## src/logic/nvsc_defs.vh

```
// Constants for the nonvolatile SRAM host-side controller.
// Assumes a 25 MHz clock and the device's asynchronous SRAM pins.
`ifndef NVSC_DEFS_VH
`define NVSC_DEFS_VH
`define NVSC_SEQ_A0 13'h0000
`define NVSC_SEQ_A1 13'h1555
`define NVSC_SEQ_A2 13'h0AAA
`define NVSC_SEQ_A3 13'h1FFF
`define NVSC_SEQ_A4 13'h10F0
`define NVSC_SEQ_STORE 13'h0F0F
`define NVSC_SEQ_RECALL 13'h0F0E
`define NVSC_CLK_MHZ 25
`define NVSC_STORE_MS 10
`define NVSC_STORE_CYC (`NVSC_STORE_MS * 1000 * `NVSC_CLK_MHZ)
`define NVSC_DELAY_CYC 64
`define NVSC_RECALL_CYC 512
`define NVSC_PUREC_CYC 1024
`define NVSC_ACC_CYC 3
`define NVSC_CMD_READ 2'h0
`define NVSC_CMD_WRITE 2'h1
`define NVSC_CMD_SWSTORE 2'h2
`define NVSC_CMD_SWRECALL 2'h3
`endif

```

## src/logic/nvsc_host.v

```verilog
// Host controller driving a nonvolatile SRAM over its asynchronous pins.
// Assumes the device pins are asynchronous to clk_i; store_busy_n is open drain.
`timescale 1ns/1ps
`default_nettype none
`include "nvsc_defs.vh"
module nvsc_host #(
    parameter STORE_CYC = `NVSC_STORE_CYC,
    parameter DELAY_CYC = `NVSC_DELAY_CYC,
    parameter RECALL_CYC = `NVSC_RECALL_CYC,
    parameter PUREC_CYC = `NVSC_PUREC_CYC,
    parameter ACC_CYC = `NVSC_ACC_CYC
) (
    input wire clk_i,
    input wire rst_i,
    // User command port
    input wire cmd_valid_i,
    input wire [1:0] cmd_op_i,
    input wire [12:0] cmd_addr_i,
    input wire [7:0] cmd_wdata_i,
    input wire hw_store_i,
    output reg cmd_ready_o,
    output reg rsp_valid_o,
    output reg [7:0] rsp_rdata_o,
    output reg nv_busy_o,
    // Device pins
    output reg [12:0] addr_o,
    output reg [7:0] dq_o,
    output reg dq_oe_o,
    input wire [7:0] dq_i,
    output reg chip_sel_n_o,
    output reg write_n_o,
    output reg out_gate_n_o,
    output reg store_busy_n_o,
    output reg store_busy_oe_o,
    input wire store_busy_n_i,
    input wire below_trip_i
);
    // ***********************************************
    // Synchronisers
    // ***********************************************
    reg busy_m, busy_s, trip_m, trip_s, busy_d;
    reg [7:0] dq_m, dq_s;
    // Two flops on every pin input before use
    always @(posedge clk_i)
    begin
        busy_m <= store_busy_n_i;
        busy_s <= busy_m;
        trip_m <= below_trip_i;
        trip_s <= trip_m;
        dq_m <= dq_i;
        dq_s <= dq_m;
        busy_d <= rst_i ? 1'b1 : busy_s;
    end

    // ***********************************************
    // State machine
    // ***********************************************
    localparam S_IDLE = 4'h0;
    localparam S_ACC = 4'h1;
    localparam S_GAP = 4'h2;
    localparam S_REQ = 4'h3;
    localparam S_HWAIT = 4'h4;
    localparam S_SWAIT = 4'h5;
    localparam S_RWAIT = 4'h6;
    localparam S_PWAIT = 4'h7;
    localparam S_REL = 4'h8;
    localparam TW = 24;

    reg [3:0] state;
    reg [1:0] op;
    reg [2:0] step;
    reg [12:0] addr_r;
    reg tload;
    reg [TW-1:0] tcount;
    wire tdone;

    nvsc_timer #(.W(TW)) u_timer (
        .clk_i(clk_i),
        .rst_i(rst_i),
        .load_i(tload),
        .count_i(tcount),
        .done_o(tdone)
    );

    // Address of each step of the six-read unlock sequence
    function [12:0] seq_addr;
        input [2:0] s;
        input is_store;
        begin
            case (s)
                3'h0: seq_addr = `NVSC_SEQ_A0;
                3'h1: seq_addr = `NVSC_SEQ_A1;
                3'h2: seq_addr = `NVSC_SEQ_A2;
                3'h3: seq_addr = `NVSC_SEQ_A3;
                3'h4: seq_addr = `NVSC_SEQ_A4;
                default: seq_addr = is_store ? `NVSC_SEQ_STORE : `NVSC_SEQ_RECALL;
            endcase
        end
    endfunction

    // Truncated cycle counts, widths fixed to the timer
    function [TW-1:0] cyc;
        input integer n;
        begin
            cyc = n[TW-1:0];
        end
    endfunction

    wire is_seq = (op == `NVSC_CMD_SWSTORE) || (op == `NVSC_CMD_SWRECALL);

    // Main sequencer; all pin outputs registered
    always @(posedge clk_i)
    begin
        tload <= 1'b0;
        tcount <= tcount;
        rsp_valid_o <= 1'b0;
        if (rst_i)
        begin
            state <= S_PWAIT;
            op <= `NVSC_CMD_READ;
            step <= 3'h0;
            addr_r <= 13'h0000;
            // Power-up recall wait is armed so it starts as reset lifts
            tcount <= cyc(PUREC_CYC);
            tload <= 1'b1;
            cmd_ready_o <= 1'b0;
            rsp_rdata_o <= 8'h00;
            nv_busy_o <= 1'b1;
            addr_o <= 13'h0000;
            dq_o <= 8'h00;
            dq_oe_o <= 1'b0;
            chip_sel_n_o <= 1'b1;
            write_n_o <= 1'b1;
            out_gate_n_o <= 1'b1;
            store_busy_n_o <= 1'b1;
            store_busy_oe_o <= 1'b0;
        end
        else
        begin
            case (state)
                S_PWAIT:
                begin
                    if (trip_s)
                    begin
                        tload <= 1'b1;
                        tcount <= cyc(PUREC_CYC);
                    end
                    else if (tdone && !tload)
                    begin
                        state <= S_IDLE;
                        cmd_ready_o <= 1'b1;
                        nv_busy_o <= 1'b0;
                    end
                end
                S_IDLE:
                begin
                    // device storing on supply loss; wait it out
                    if (trip_s)
                    begin
                        state <= S_PWAIT;
                        cmd_ready_o <= 1'b0;
                        nv_busy_o <= 1'b1;
                        tload <= 1'b1;
                        tcount <= cyc(PUREC_CYC);
                    end
                    // device-driven busy: host stays off the bus
                    else if (!busy_s)
                    begin
                        state <= S_HWAIT;
                        cmd_ready_o <= 1'b0;
                        nv_busy_o <= 1'b1;
                    end
                    // pin store request, open-drain pulled low
                    else if (hw_store_i)
                    begin
                        state <= S_REQ;
                        cmd_ready_o <= 1'b0;
                        nv_busy_o <= 1'b1;
                        store_busy_n_o <= 1'b0;
                        store_busy_oe_o <= 1'b1;
                        tload <= 1'b1;
                        tcount <= cyc(DELAY_CYC);
                    end
                    else if (cmd_valid_i)
                    begin
                        cmd_ready_o <= 1'b0;
                        op <= cmd_op_i;
                        step <= 3'h0;
                        addr_r <= cmd_addr_i;
                        if (cmd_op_i == `NVSC_CMD_WRITE && trip_s)
                        begin
                            rsp_valid_o <= 1'b1;
                            cmd_ready_o <= 1'b1;
                        end
                        else
                        begin
                            state <= S_ACC;
                            nv_busy_o <= (cmd_op_i[1] == 1'b1);
                            addr_o <= cmd_op_i[1] ? seq_addr(3'h0, 1'b0) : cmd_addr_i;
                            chip_sel_n_o <= 1'b0;
                            // write with chip select and strobe low
                            write_n_o <= (cmd_op_i != `NVSC_CMD_WRITE);
                            out_gate_n_o <= (cmd_op_i == `NVSC_CMD_WRITE);
                            dq_o <= cmd_wdata_i;
                            dq_oe_o <= (cmd_op_i == `NVSC_CMD_WRITE);
                            tload <= 1'b1;
                            tcount <= cyc(ACC_CYC);
                        end
                    end
                end
                // One access, ended by chip select rising
                S_ACC:
                begin
                    if (tdone && !tload)
                    begin
                        if (!is_seq)
                            rsp_rdata_o <= dq_s;
                        chip_sel_n_o <= 1'b1;
                        write_n_o <= 1'b1;
                        out_gate_n_o <= 1'b1;
                        dq_oe_o <= 1'b0;
                        state <= S_GAP;
                    end
                end
                S_GAP:
                begin
                    // sequence reads issued back to back, nothing between
                    if (is_seq && step != 3'h5)
                    begin
                        step <= step + 3'h1;
                        // sixth address picks store or recall
                        addr_o <= seq_addr(step + 3'h1, op == `NVSC_CMD_SWSTORE);
                        chip_sel_n_o <= 1'b0;
                        // chip-select controlled, gate left high on sixth
                        out_gate_n_o <= (step == 3'h4);
                        tload <= 1'b1;
                        tcount <= cyc(ACC_CYC);
                        state <= S_ACC;
                    end
                    else if (op == `NVSC_CMD_SWSTORE)
                    begin
                        // store always runs; wait store cycle time
                        tload <= 1'b1;
                        tcount <= cyc(STORE_CYC);
                        state <= S_SWAIT;
                    end
                    else if (op == `NVSC_CMD_SWRECALL)
                    begin
                        tload <= 1'b1;
                        tcount <= cyc(RECALL_CYC);
                        state <= S_RWAIT;
                    end
                    else
                    begin
                        rsp_valid_o <= 1'b1;
                        state <= S_REL;
                    end
                end
                // hold request through the store request delay
                S_REQ:
                begin
                    if (tdone && !tload)
                    begin
                        // device may skip; store time covers worst case
                        store_busy_n_o <= 1'b1;
                        store_busy_oe_o <= 1'b0;
                        tload <= 1'b1;
                        tcount <= cyc(STORE_CYC);
                        state <= S_HWAIT;
                    end
                end
                // stay off until busy seen high again
                S_HWAIT:
                begin
                    if (busy_s && busy_d && tdone && !tload)
                        state <= S_REL;
                end
                S_SWAIT, S_RWAIT:
                begin
                    if (tdone && !tload && busy_s)
                    begin
                        rsp_valid_o <= 1'b1;
                        state <= S_REL;
                    end
                end
                // strobes already high, so no held write crosses the end
                S_REL:
                begin
                    state <= S_IDLE;
                    cmd_ready_o <= 1'b1;
                    nv_busy_o <= 1'b0;
                end
                default:
                begin
                    state <= S_IDLE;
                end
            endcase
        end
    end
    // mode strap lives at the device; times are parameters
endmodule // nvsc_host
`default_nettype wire

```

## src/logic/nvsc_timer.v

```verilog
// Down-counting wait timer for the host controller.
// Assumes a load pulse with a nonzero count; same clock as the user.
`timescale 1ns/1ps
`default_nettype none
module nvsc_timer #(
    parameter W = 24
) (
    input wire clk_i,
    input wire rst_i,
    input wire load_i,
    input wire [W-1:0] count_i,
    output wire done_o
);
    reg [W-1:0] cnt;
    // Counts to zero; a reload restarts the wait
    always @(posedge clk_i)
    begin
        if (rst_i)
            cnt <= {W{1'b0}};
        else if (load_i)
            cnt <= count_i;
        else if (cnt != {W{1'b0}})
            cnt <= cnt - {{(W-1){1'b0}}, 1'b1};
    end
    assign done_o = (cnt == {W{1'b0}}) & ~load_i;
endmodule // nvsc_timer
`default_nettype wire

```

## config.mk

```make
export PLATFORM = sky130hd
export DESIGN_NAME = nvsc_host
export DESIGN_NICKNAME = d
export VERILOG_FILES = /design/src/logic/nvsc_host.v /design/src/logic/nvsc_timer.v
export VERILOG_INCLUDE_DIRS = /design/src /design/src/logic
export SDC_FILE = /design/constraint.sdc
export NUM_CORES = 1
export LEC_CHECK = 0
export BUFFER_PORTS_ARGS = -buffer_cell sky130_fd_sc_hd__buf_2
export CORE_MARGIN = 2
export CORE_UTILIZATION = 50
export CTS_CLUSTER_SIZE = 10
export DETAILED_ROUTE_END_ITERATION = 16
export PLACE_DENSITY = 0.75
export RECOVER_POWER = 50
export SYNTH_ARGS = -nofsm -noshare
export SYNTH_HDL_FRONTEND = slang
export SYNTH_SLANG_ARGS = --single-unit
```

## constraint.sdc

```tcl
create_clock -name clk_i -period 2.5 [get_ports clk_i]
set_clock_uncertainty 0.05 [all_clocks]
set_input_delay 0.625 -clock clk_i [delete_from_list [all_inputs] [get_ports clk_i]]
set_output_delay 0.625 -clock clk_i [all_outputs]
set_load 0.1 [all_outputs]
```

==> flow_summary_export.csv, run 1 <==
group,metric,value,unit
floorplanning,pin_count,75,
logic_synthesis,yosysSeqAreaShare,0.456,
worst_setup_path,r2r_end,"u_timer.cnt[7]",
power_and_ir_drop,seqPwrFrac,0.309,
timing,tns,0,ps
worst_setup_path,cp-start-kind,"flop",
power_and_ir_drop,p_leak,0.00211,uW
layout,multi_input_area,0.00220,sq mm
outcome,status,"complete, no violations",
clock_tree,cts_buffers,9,
detailed_routing,firstDrtPassIters,5,
timing,slew_headroom,0.229,
detailed_routing,drt-initial-drc-count,274,
clock_tree,cts_tree,"done",
layout,antenna_cells,0,
global_routing,grt-ovfl-total,0,
logic_synthesis,ys_ff_latch,98,
worst_setup_path,cp_max_fo,9,
global_routing,antenna_found_initial,0,
logic_synthesis,synthCells,484,
run,max_cap_violations,0,
clock_tree,clkSlewWorstSetupHoldPaths,100,ps
logic_synthesis,synth_warnings,0,
floorplanning,die_y,96.8,um
power_and_ir_drop,p_clk_frac,0.160,
timing,finalSetupViolCount,0,
power_and_ir_drop,vdd_drop_max,680,uV
floorplanning,fp.dieW,96.8,um
timing,holdWs,286,ps
worst_setup_path,crit_type,"flop to flop",
logic_synthesis,yosys-top-cells-area,"dfxtp_1 46%, nor2_1 5.6%, mux2i_1 4.9%",
detailed_routing,finalWirelength,10.6,mm
layout,fillCellCount,736,
global_routing,grt_usage,0.230,
timing,maxSlewViolCount,0,
worst_setup_path,r2r_slack,70,ps
worst_setup_path,cp.required,2720,ps
worst_setup_path,crit_start,"u_timer.cnt[18]",
worst_setup_path,reg2reg_depth,7,
detailed_routing,vias,3989,
logic_synthesis,synth_edf_count,0,
floorplanning,start_util,0.519,
worst_setup_path,arrival,2640,ps
floorplanning,core_area,0.00830,sq mm
clock_tree,holdBufCountCts,0,
placed_design,globalplace.congestion,0.917,
timing,fmax,412,MHz
detailed_routing,avgViaCountPerCell,5.88,
logic_synthesis,synth_top_area_cell,"dfxtp_1",
detailed_routing,drc,0,
layout,num-nets-final,612,
floorplanning,dieArea,0.00937,sq mm
layout,drive_above_1_share,0.222,
global_routing,grt_first_pass_wirelength,18.0,mm
power_and_ir_drop,p_switching,2730,uW
detailed_routing,wl_per_cell,15.6,um
worst_setup_path,end_kind,"flop",
clock_tree,clock_sinks,98,
timing,worstMarginPinSlew,1160,ps
logic_synthesis,synth_cell_types,62,
power_and_ir_drop,powerDensity,1220,mW/mm^2
logic_synthesis,synth_area_per_cell,8.90,sq um
timing,finalCritPeriodShare,0.971,
detailed_routing,ant_nets,0,
clock_tree,cts-root-buf,"clkbuf_8",
floorplanning,rows,33,
layout,ff_latch_area,0.00196,sq mm
logic_synthesis,yosys.area.top_type_share,0.456,
hold_path,min_path_type,"flop to flop",
clock_tree,cts_max_level,3,
power_and_ir_drop,power_frac_comb,0.531,
layout,syn_to_final_growth,19.2,%
power_and_ir_drop,intPower,3540,uW
logic_synthesis,synth_area,0.00431,sq mm
worst_setup_path,crit_path_end,"u_timer.cnt[7]",
power_and_ir_drop,swShare,0.436,
timing,hold_violations,0,
global_routing,grt_pass1_vias,3730,
timing,rsz0062_at_grt,"no",
clock_tree,cts_buffer_depth,2,
logic_synthesis,synthArstFlopShare,0,
worst_setup_path,r2r-start,"u_timer.cnt[18]",
logic_synthesis,synthFlopType,"dfxtp_1",
global_routing,grt_start_max_net_pins,66,
placed_design,dp_hpwl,7.57,mm
placed_design,port_buffers,74,
logic_synthesis,synth.net_count,528,
clock_tree,clock_latency,370,ps
timing,fin_crit,2430,ps
-- cells by family (layout without fill, tap and decap cells) --
group / Yosys count / count (layout) / synth area share
xor+xnor: 14 / 14 / 0.0285
simple gates: 198 / 198 / 0.242
mux: 23 / 23 / 0.0541
compound gates: 106 / 106 / 0.165
buf+inv: 38 / 127 / 0.0352
flops: 98 / 98 / 0.456
fa+ha+maj: 7 / 7 / 0.0203
-- registers in the layout, summed over array words and instances (netlist names), 4 cells and up --
| register | flops |
|---|---|
| state | 4 |
| addr_o | 13 |
| tcount | 5 |
| dq_s | 8 |
| u_timer.cnt | 24 |
| rsp_rdata_o | 8 |
| dq_m | 8 |
| dq_o | 8 |
-- per-layer routing --
metal / up-vias / global-route usage / part of all wire
met5: - / 0 / 0
met4: 0 / 0.0780 / 0.025
met3: 29 / 0.0477 / 0.055
met2: 147 / 0.384 / 0.50
met1: 1882 / 0.298 / 0.42
li1: 1931 / - / -
-- worst max-delay path, cell delays in order, from the launching register on --
cell and delay, ps:
dfxtp_1 330, or4_4 570, or4b_4 600, nor3_4 170, buf_6 170, buf_4 120
nor3_1 40, o31a_1 270
-- cells in the final DEF (no fill, tap or decap), types with 4 or more instances in the layout --
cell type	instances
dfxtp_1	98
nor2_1	64
buf_2	36
clkbuf_2	36
nand2_1	29
a21oi_1	28
buf_4	23
mux2i_1	21
nand3_1	18
nor3_1	17
or3_1	14
o21ai_0	14
a211oi_1	14
inv_1	10
clkbuf_8	9
nor4_1	8
xnor2_1	8
a211o_1	7
ha_1	7
nand4_1	6
xor2_1	6
or4_1	6
or2_2	5
o21a_1	5
a31oi_1	5
nor2b_1	5
o22ai_1	4
nand3b_1	4
o31ai_1	4
-- what timing repair did --
| action | 4_1_cts | 5_1_grt |
|---|---|---|
| setup endpoints to repair | 0 | 1 |
| resized for setup | 0 | 2 |
| buffers inserted | 0 | 3 |
-- cells in the mapped netlist (4+ instances only) --
master     n
a211o_1    7
a211oi_1  14
a21oi_1   28
a31oi_1    5
clkbuf_1  24
dfxtp_1   98
ha_1       7
inv_1     10
mux2i_1   21
nand2_1   29
nand3_1   18
nand3b_1   4
nand4_1    6
nor2_1    64
nor2b_1    5
nor3_1    17
nor4_1     8
o21a_1     5
o21ai_0   14
o22ai_1    4
o31ai_1    4
or2_2      5
or3_1     14
or4_1      6
xnor2_1    8
xor2_1     6
-- cell type report --
class                   count  share of cell area
flip-flops and latches     98               0.382
repair buffers            101               0.116
well taps                 105              0.0256
clock inverters             7              0.0161
inverters                  10             0.00732
multi-input cells         348               0.428
clock buffers               9              0.0241
-- worst min-delay path by stage --
stage / startpoint / endpoint / slack (ps) / depth (start not counted)
after global routing: dq_i[6] / dq_m[6] / 270 / 1
after floorplan: busy_m / busy_s / 260 / 0
final: dq_m[2] / dq_s[2] / 290 / 0
after detailed placement: dq_m[4] / dq_s[4] / 260 / 0
after CTS: dq_i[4] / dq_m[4] / 280 / 1
after global placement: dq_m[1] / dq_s[1] / 260 / 0
-- power groups by stage --
stage | sequential [uW] | combinational (uW) | clock [uW]
4_1_cts | 1930 | 3100 | 1040
6_report | 1940 | 3330 | 1010
3_3_place_gp | 1950 | 3030 | 0
5_1_grt | 1960 | 3660 | 1100
2_1_floorplan | 1960 | 2280 | 0
3_5_place_dp | 1960 | 3080 | 0
-- per-stage QoR --
stage,utilization,area (sq um),total power [uW],std cells,setup slack (ps)
2_1_floorplan,-,4310,4240,484,19.0
3_3_place_gp,0.590,4900,4980,659,122
3_5_place_dp,0.590,4900,5040,659,75.0
4_1_cts,0.615,5100,6070,675,42.2
5_1_grt,0.618,5130,6720,678,0.971
6_report,0.618,5130,6280,678,71.8
(Power assumes the default switching activity.)
==> run 2, diff against run 1 <==
--- a/config.mk
+++ b/config.mk
@@ -9,8 +9,10 @@
 export BUFFER_PORTS_ARGS = -buffer_cell sky130_fd_sc_hd__buf_2
 export CORE_MARGIN = 2
-export CORE_UTILIZATION = 50
+export CORE_UTILIZATION = 52
+export CTS_BUF_LIST = sky130_fd_sc_hd__clkbuf_4 sky130_fd_sc_hd__clkbuf_8
 export CTS_CLUSTER_SIZE = 10
 export DETAILED_ROUTE_END_ITERATION = 16
-export PLACE_DENSITY = 0.75
+export GPL_TIMING_DRIVEN = 0
+export PLACE_DENSITY = 0.78
 export RECOVER_POWER = 50
 export SYNTH_ARGS = -nofsm -noshare
==> constraint.sdc (replaced) <==
create_clock -name clk_i -period 2.5 [get_ports clk_i]
set_clock_uncertainty 0.05 [all_clocks]
set_input_delay 0.5 -clock clk_i [delete_from_list [all_inputs] [get_ports clk_i]]
set_output_delay 0.5 -clock clk_i [all_outputs]
set_load 0.1 [all_outputs]
==> run 2 against run 1 <==
  * Clock power about the same
  * Non-clock buffer count increased by 10
  * Via count increased by 1.6%
  * Largest cell class unchanged
==> flow_summary_export.csv, run 2 (same netlist as run 1, synthesis figures left out) <==
group,metric,value,unit
timing,worstMarginPinSlew,1180,ps
worst_setup_path,critPathSlowestCell,"or4_1",
clock_tree,cts-root-buf,"clkbuf_8",
layout,final_util,0.631,
layout,final_common_cell,"dfxtp_1",
layout,final_cell_count_no_fill,688,
layout,final_cell_mix,"95 x dfxtp_1, 63 x nor2_1, 59 x clkbuf_1",
power_and_ir_drop,vdd_drop_max,708,uV
floorplanning,pin_count,75,
timing,maxSlewViolCount,0,
clock_tree,holdBufCountCts,0,
floorplanning,die_y,95.0,um
detailed_routing,ant_nets,0,
global_routing,grt_start_max_net_pins,21,
worst_setup_path,r2r_slack,80,ps
power_and_ir_drop,powerDensity,1230,mW/mm^2
worst_setup_path,arrival,2680,ps
detailed_routing,drt-initial-drc-count,263,
detailed_routing,wl_per_cell,16.0,um
power_and_ir_drop,p_leak,0.00198,uW
layout,antenna_cells,0,
layout,multi_input_area,0.00226,sq mm
placed_design,globalplace.congestion,0.988,
floorplanning,core_area,0.00813,sq mm
worst_setup_path,cp-start-kind,"flop",
timing,fin_crit,2420,ps
timing,slew_headroom,0.214,
layout,largest_register_ffs,24,
clock_tree,cts_buffer_depth,2,
layout,reg_top3,"u_timer.cnt (24), addr_o (13)",
outcome,status,"complete, no violations",
clock_tree,cts_tree,"done",
floorplanning,rows,33,
global_routing,antenna_found_initial,0,
layout,fillCellCount,717,
timing,fmax,413,MHz
worst_setup_path,crit_type,"flop to flop",
floorplanning,dieArea,0.00902,sq mm
global_routing,grt_pass1_vias,3859,
worst_setup_path,end_kind,"flop",
timing,hold_violations,0,
global_routing,grt_usage,0.249,
floorplanning,start_util,0.529,
detailed_routing,drc,0,
clock_tree,clock_latency,380,ps
global_routing,grt-ovfl-total,0,
placed_design,dp_hpwl,7.71,mm
hold_path,min_path_type,"input pin to flop",
timing,tns,0,ps
placed_design,port_buffers,74,
placed_design,place_inst,664,
global_routing,grt_first_pass_wirelength,17.6,mm
run,max_cap_violations,0,
detailed_routing,vias,4054,
floorplanning,fp.dieW,95.0,um
timing,finalSetupViolCount,0,
timing,finalCritPeriodShare,0.969,
clock_tree,cts_max_level,3,
power_and_ir_drop,p_total,6330,uW
worst_setup_path,cp_max_fo,6,
clock_tree,cts_buffers,9,
detailed_routing,firstDrtPassIters,6,
worst_setup_path,crit_path_max_incr_delay,610,ps
worst_setup_path,cp.required,2750,ps
clock_tree,clock_sinks,98,
layout,drive_above_1_share,0.156,
layout,top_register,"u_timer.cnt",
detailed_routing,avgViaCountPerCell,5.89,
layout,syn_to_final_growth,19.2,%
layout,ff_latch_area,0.00197,sq mm
layout,final_cell_area,0.00513,sq mm
clock_tree,clkSlewWorstSetupHoldPaths,110,ps
detailed_routing,finalWirelength,11.0,mm
layout,num-nets-final,622,
placed_design,place_area,0.00482,sq mm
worst_setup_path,crit_chain,"or4_1 -> nor2_1 -> nand3_1 -> or4b_1 -> a21oi_1",
## run 2: layer usage
layer,part of all wire,routed length [um],GRT usage
met1,0.41,4560,0.302
met2,0.49,5400,0.426
met3,0.073,803,0.0654
met4,0.022,243,0.0882
met5,0,0,0
## run 2: cell type report
type                       count  share of cell area
timing repair buffer          84              0.0805
tap                          105              0.0256
inverter                      10             0.00732
sequential                    98               0.384
buffer                        27              0.0220
clock buffer                   9              0.0241
clock inverter                 7              0.0159
multi-input combinational    348               0.440
## run 2: repair_timing
| action | 4_1_cts | 5_1_grt |
|---|---|---|
| resized for setup | 13 | 11 |
| hold endpoints to repair | 0 | 0 |
| buffers inserted | 6 | 3 |
| setup endpoints to repair | 43 | 25 |
| pin swaps | 3 | 3 |
## run 2: report_power, final
part | switching [uW] | internal [uW]
registers | 207 | 1750
logic | 2000 | 1330
clock network | 635 | 397
total | 2840 | 3480
## run 2: through the flow
stage,worst slack [ps],hold slack (ps)
floorplan,19.0,260
global placement,-741,261
detailed placement,-483,265
CTS,-3.70,151
global route,-5.15,144
finish,76.9,160
## run 2: final timing paths
kind | startpoint | end | cells past startpoint
worst max-delay path | u_timer.cnt[2] | u_timer.cnt[20] | 5
worst min-delay path | dq_i[1] | dq_m[1] | 1
worst max register to register | u_timer.cnt[2] | u_timer.cnt[20] | 5
worst min register to register | trip_m | trip_s | 0
## run 2: critical path: cells and delay by family, from the launching register on
family	cells	cell delay [ps]
compound gates	1	160
flops	1	390
simple gates	4	1730
==> run 3, diff against run 2 <==
Settings changed: CORE_UTILIZATION 52 to 58, PLACE_DENSITY 0.78 to 0.82.
Clock period 2.5 ns to 2.77 ns, I/O delays scaled along.
==> run 3 against run 2 <==
  * Flip-flop and latch count is the same
  * Non-clock buffer count shrank 6
  * Via count up 0.99%
  * Fmax shrank 9.8%
  * Cell count decreased by 1.7%
  * Largest power group unchanged
  * Power down 12%
  * Hold slack improved by 65 ps
  * Combinational power down 14%
  * First-iteration DRC count up 32%
  * Utilization is 6.4 points higher
  * Sequential share of layout area grew 0.73 points
==> flow_summary_export.csv, run 3 (same netlist as run 1, synthesis figures left out) <==
group,metric,value,unit
outcome,status,"complete, no violations",
placed_design,dp_hpwl,7.82,mm
detailed_routing,firstDrtPassIters,9,
global_routing,antenna_found_initial,0,
global_routing,grt_pass1_vias,3857,
detailed_routing,finalWirelength,11.0,mm
timing,fmax,372,MHz
power_and_ir_drop,vdd_drop_max,542,uV
timing,fin_crit,2690,ps
clock_tree,cts_max_level,3,
clock_tree,cts_buffer_depth,2,
clock_tree,clock_sinks,98,
worst_setup_path,crit_type,"flop to flop",
global_routing,grt_usage,0.273,
worst_setup_path,cp.required,2990,ps
hold_path,min_path_type,"input pin to flop",
detailed_routing,avgViaCountPerCell,6.06,
power_and_ir_drop,p_leak,0.00193,uW
timing,finalCritPeriodShare,0.970,
floorplanning,rows,31,
clock_tree,cts-root-buf,"clkbuf_8",
detailed_routing,wl_per_cell,16.2,um
floorplanning,pin_count,75,
worst_setup_path,cp-start-kind,"flop",
layout,final_util,0.695,
floorplanning,dieArea,0.00813,sq mm
detailed_routing,drc,0,
timing,slew_headroom,0.203,
detailed_routing,drt-initial-drc-count,347,
detailed_routing,vias,4094,
layout,syn_to_final_growth,16.4,%
timing,worstMarginPinSlew,1200,ps
floorplanning,die_y,90.2,um
timing,rsz0062_at_grt,"no",
layout,largest_register_ffs,24,
layout,final_cell_mix,"98 x dfxtp_1, 64 x clkbuf_1, 63 x nor2_1",
worst_setup_path,arrival,2900,ps
clock_tree,cts_tree,"done",
placed_design,dpl_worst_slack,-138,ps
timing,maxSlewViolCount,0,
power_and_ir_drop,p_total,5550,uW
global_routing,grt-ovfl-total,0,
clock_tree,clkSlewWorstSetupHoldPaths,100,ps
layout,antenna_cells,0,
floorplanning,fp.dieW,90.2,um
floorplanning,start_util,0.597,
layout,final_common_cell,"dfxtp_1",
layout,reg_top3,"u_timer.cnt (24), addr_o (13)",
timing,setup_slack,84.3,ps
clock_tree,holdBufCountCts,0,
clock_tree,clock_latency,370,ps
power_and_ir_drop,powerDensity,1110,mW/mm^2
timing,holdWs,225,ps
placed_design,port_buffers,74,
timing,finalSetupViolCount,0,
clock_tree,cts_buffers,9,
layout,num-nets-final,616,
layout,top_register,"u_timer.cnt",
layout,fillCellCount,609,
layout,drive_above_1_share,0.127,
global_routing,grt_first_pass_wirelength,18.2,mm
worst_setup_path,cp_max_fo,10,
timing,hold_violations,0,
placed_design,globalplace.congestion,0.942,
global_routing,grt_start_max_net_pins,21,
floorplanning,core_area,0.00721,sq mm
detailed_routing,ant_nets,0,
timing,tns,0,ps
worst_setup_path,end_kind,"flop",
run,max_cap_violations,0,
==> run 3: cell count changes in the layout (fill, tap and decap cells not counted), sizes merged <==
cell | previous run | this run
clkdlybuf4s18 | 1 | 0
inv | 12 | 14
clkinv | 5 | 3
buf | 48 | 40
clkbuf | 71 | 74
==> run 3: cell type report <==
cell class                 count  area, sq um  area share
multi-input combinational    348         2230       0.445
sequential                    98         1960       0.391
timing repair buffer          77          344      0.0686
clock buffer                   9          124      0.0247
tap                           99          124      0.0247
buffer                        28          116      0.0232
clock inverter                 7         76.3      0.0152
inverter                      10         37.5     0.00749
==> run 3: repair_timing <==
item / CTS / global route
buffers inserted: 0 / 3
endpoints found under the setup margin: 17 / 21
gates resized for setup: 3 / 3
pin swaps: 1 / 3
==> run 3: critical path: stages (launching register included) <==
cell and delay (ps):
dfxtp_1 380, or4_4 590, or4b_4 530, buf_6 160
nor3_4 250, clkbuf_4 280, nor4_1 70, o31a_1 270
==> run 3: through the flow <==
stage	instance area [sq um]	std cells
CTS	5030	673
global placement	4800	657
detailed placement	4810	657
global route	5010	676
floorplan	4310	484
finish	5010	676
==> run 3: path summary, 6_finish.rpt <==
path,startpoint,endpoint,slack [ps],depth (start not counted)
max,u_timer.cnt[18],u_timer.cnt[15],80,7
min,below_trip_i,trip_m,220,1
max reg2reg,u_timer.cnt[18],u_timer.cnt[15],80,7
min reg2reg,dq_m[5],dq_s[5],290,0
==> run 3: where the power goes <==
group          leakage (uW)  total [uW]  internal [uW]  switching [uW]
registers          0.000800        1760           1580             182
clock network      0.000103         916            359             557
logic               0.00103        2870           1090            1780
==> run 3: per-layer routing <==
metal	vias to the layer above	part of all wire	GRT usage	routed length, um
met5	-	0	0	0
li1	1933	-	-	-
met3	30	0.072	0.0612	785
met2	193	0.50	0.471	5470
met4	0	0.017	0.0885	191
met1	1938	0.41	0.338	4500
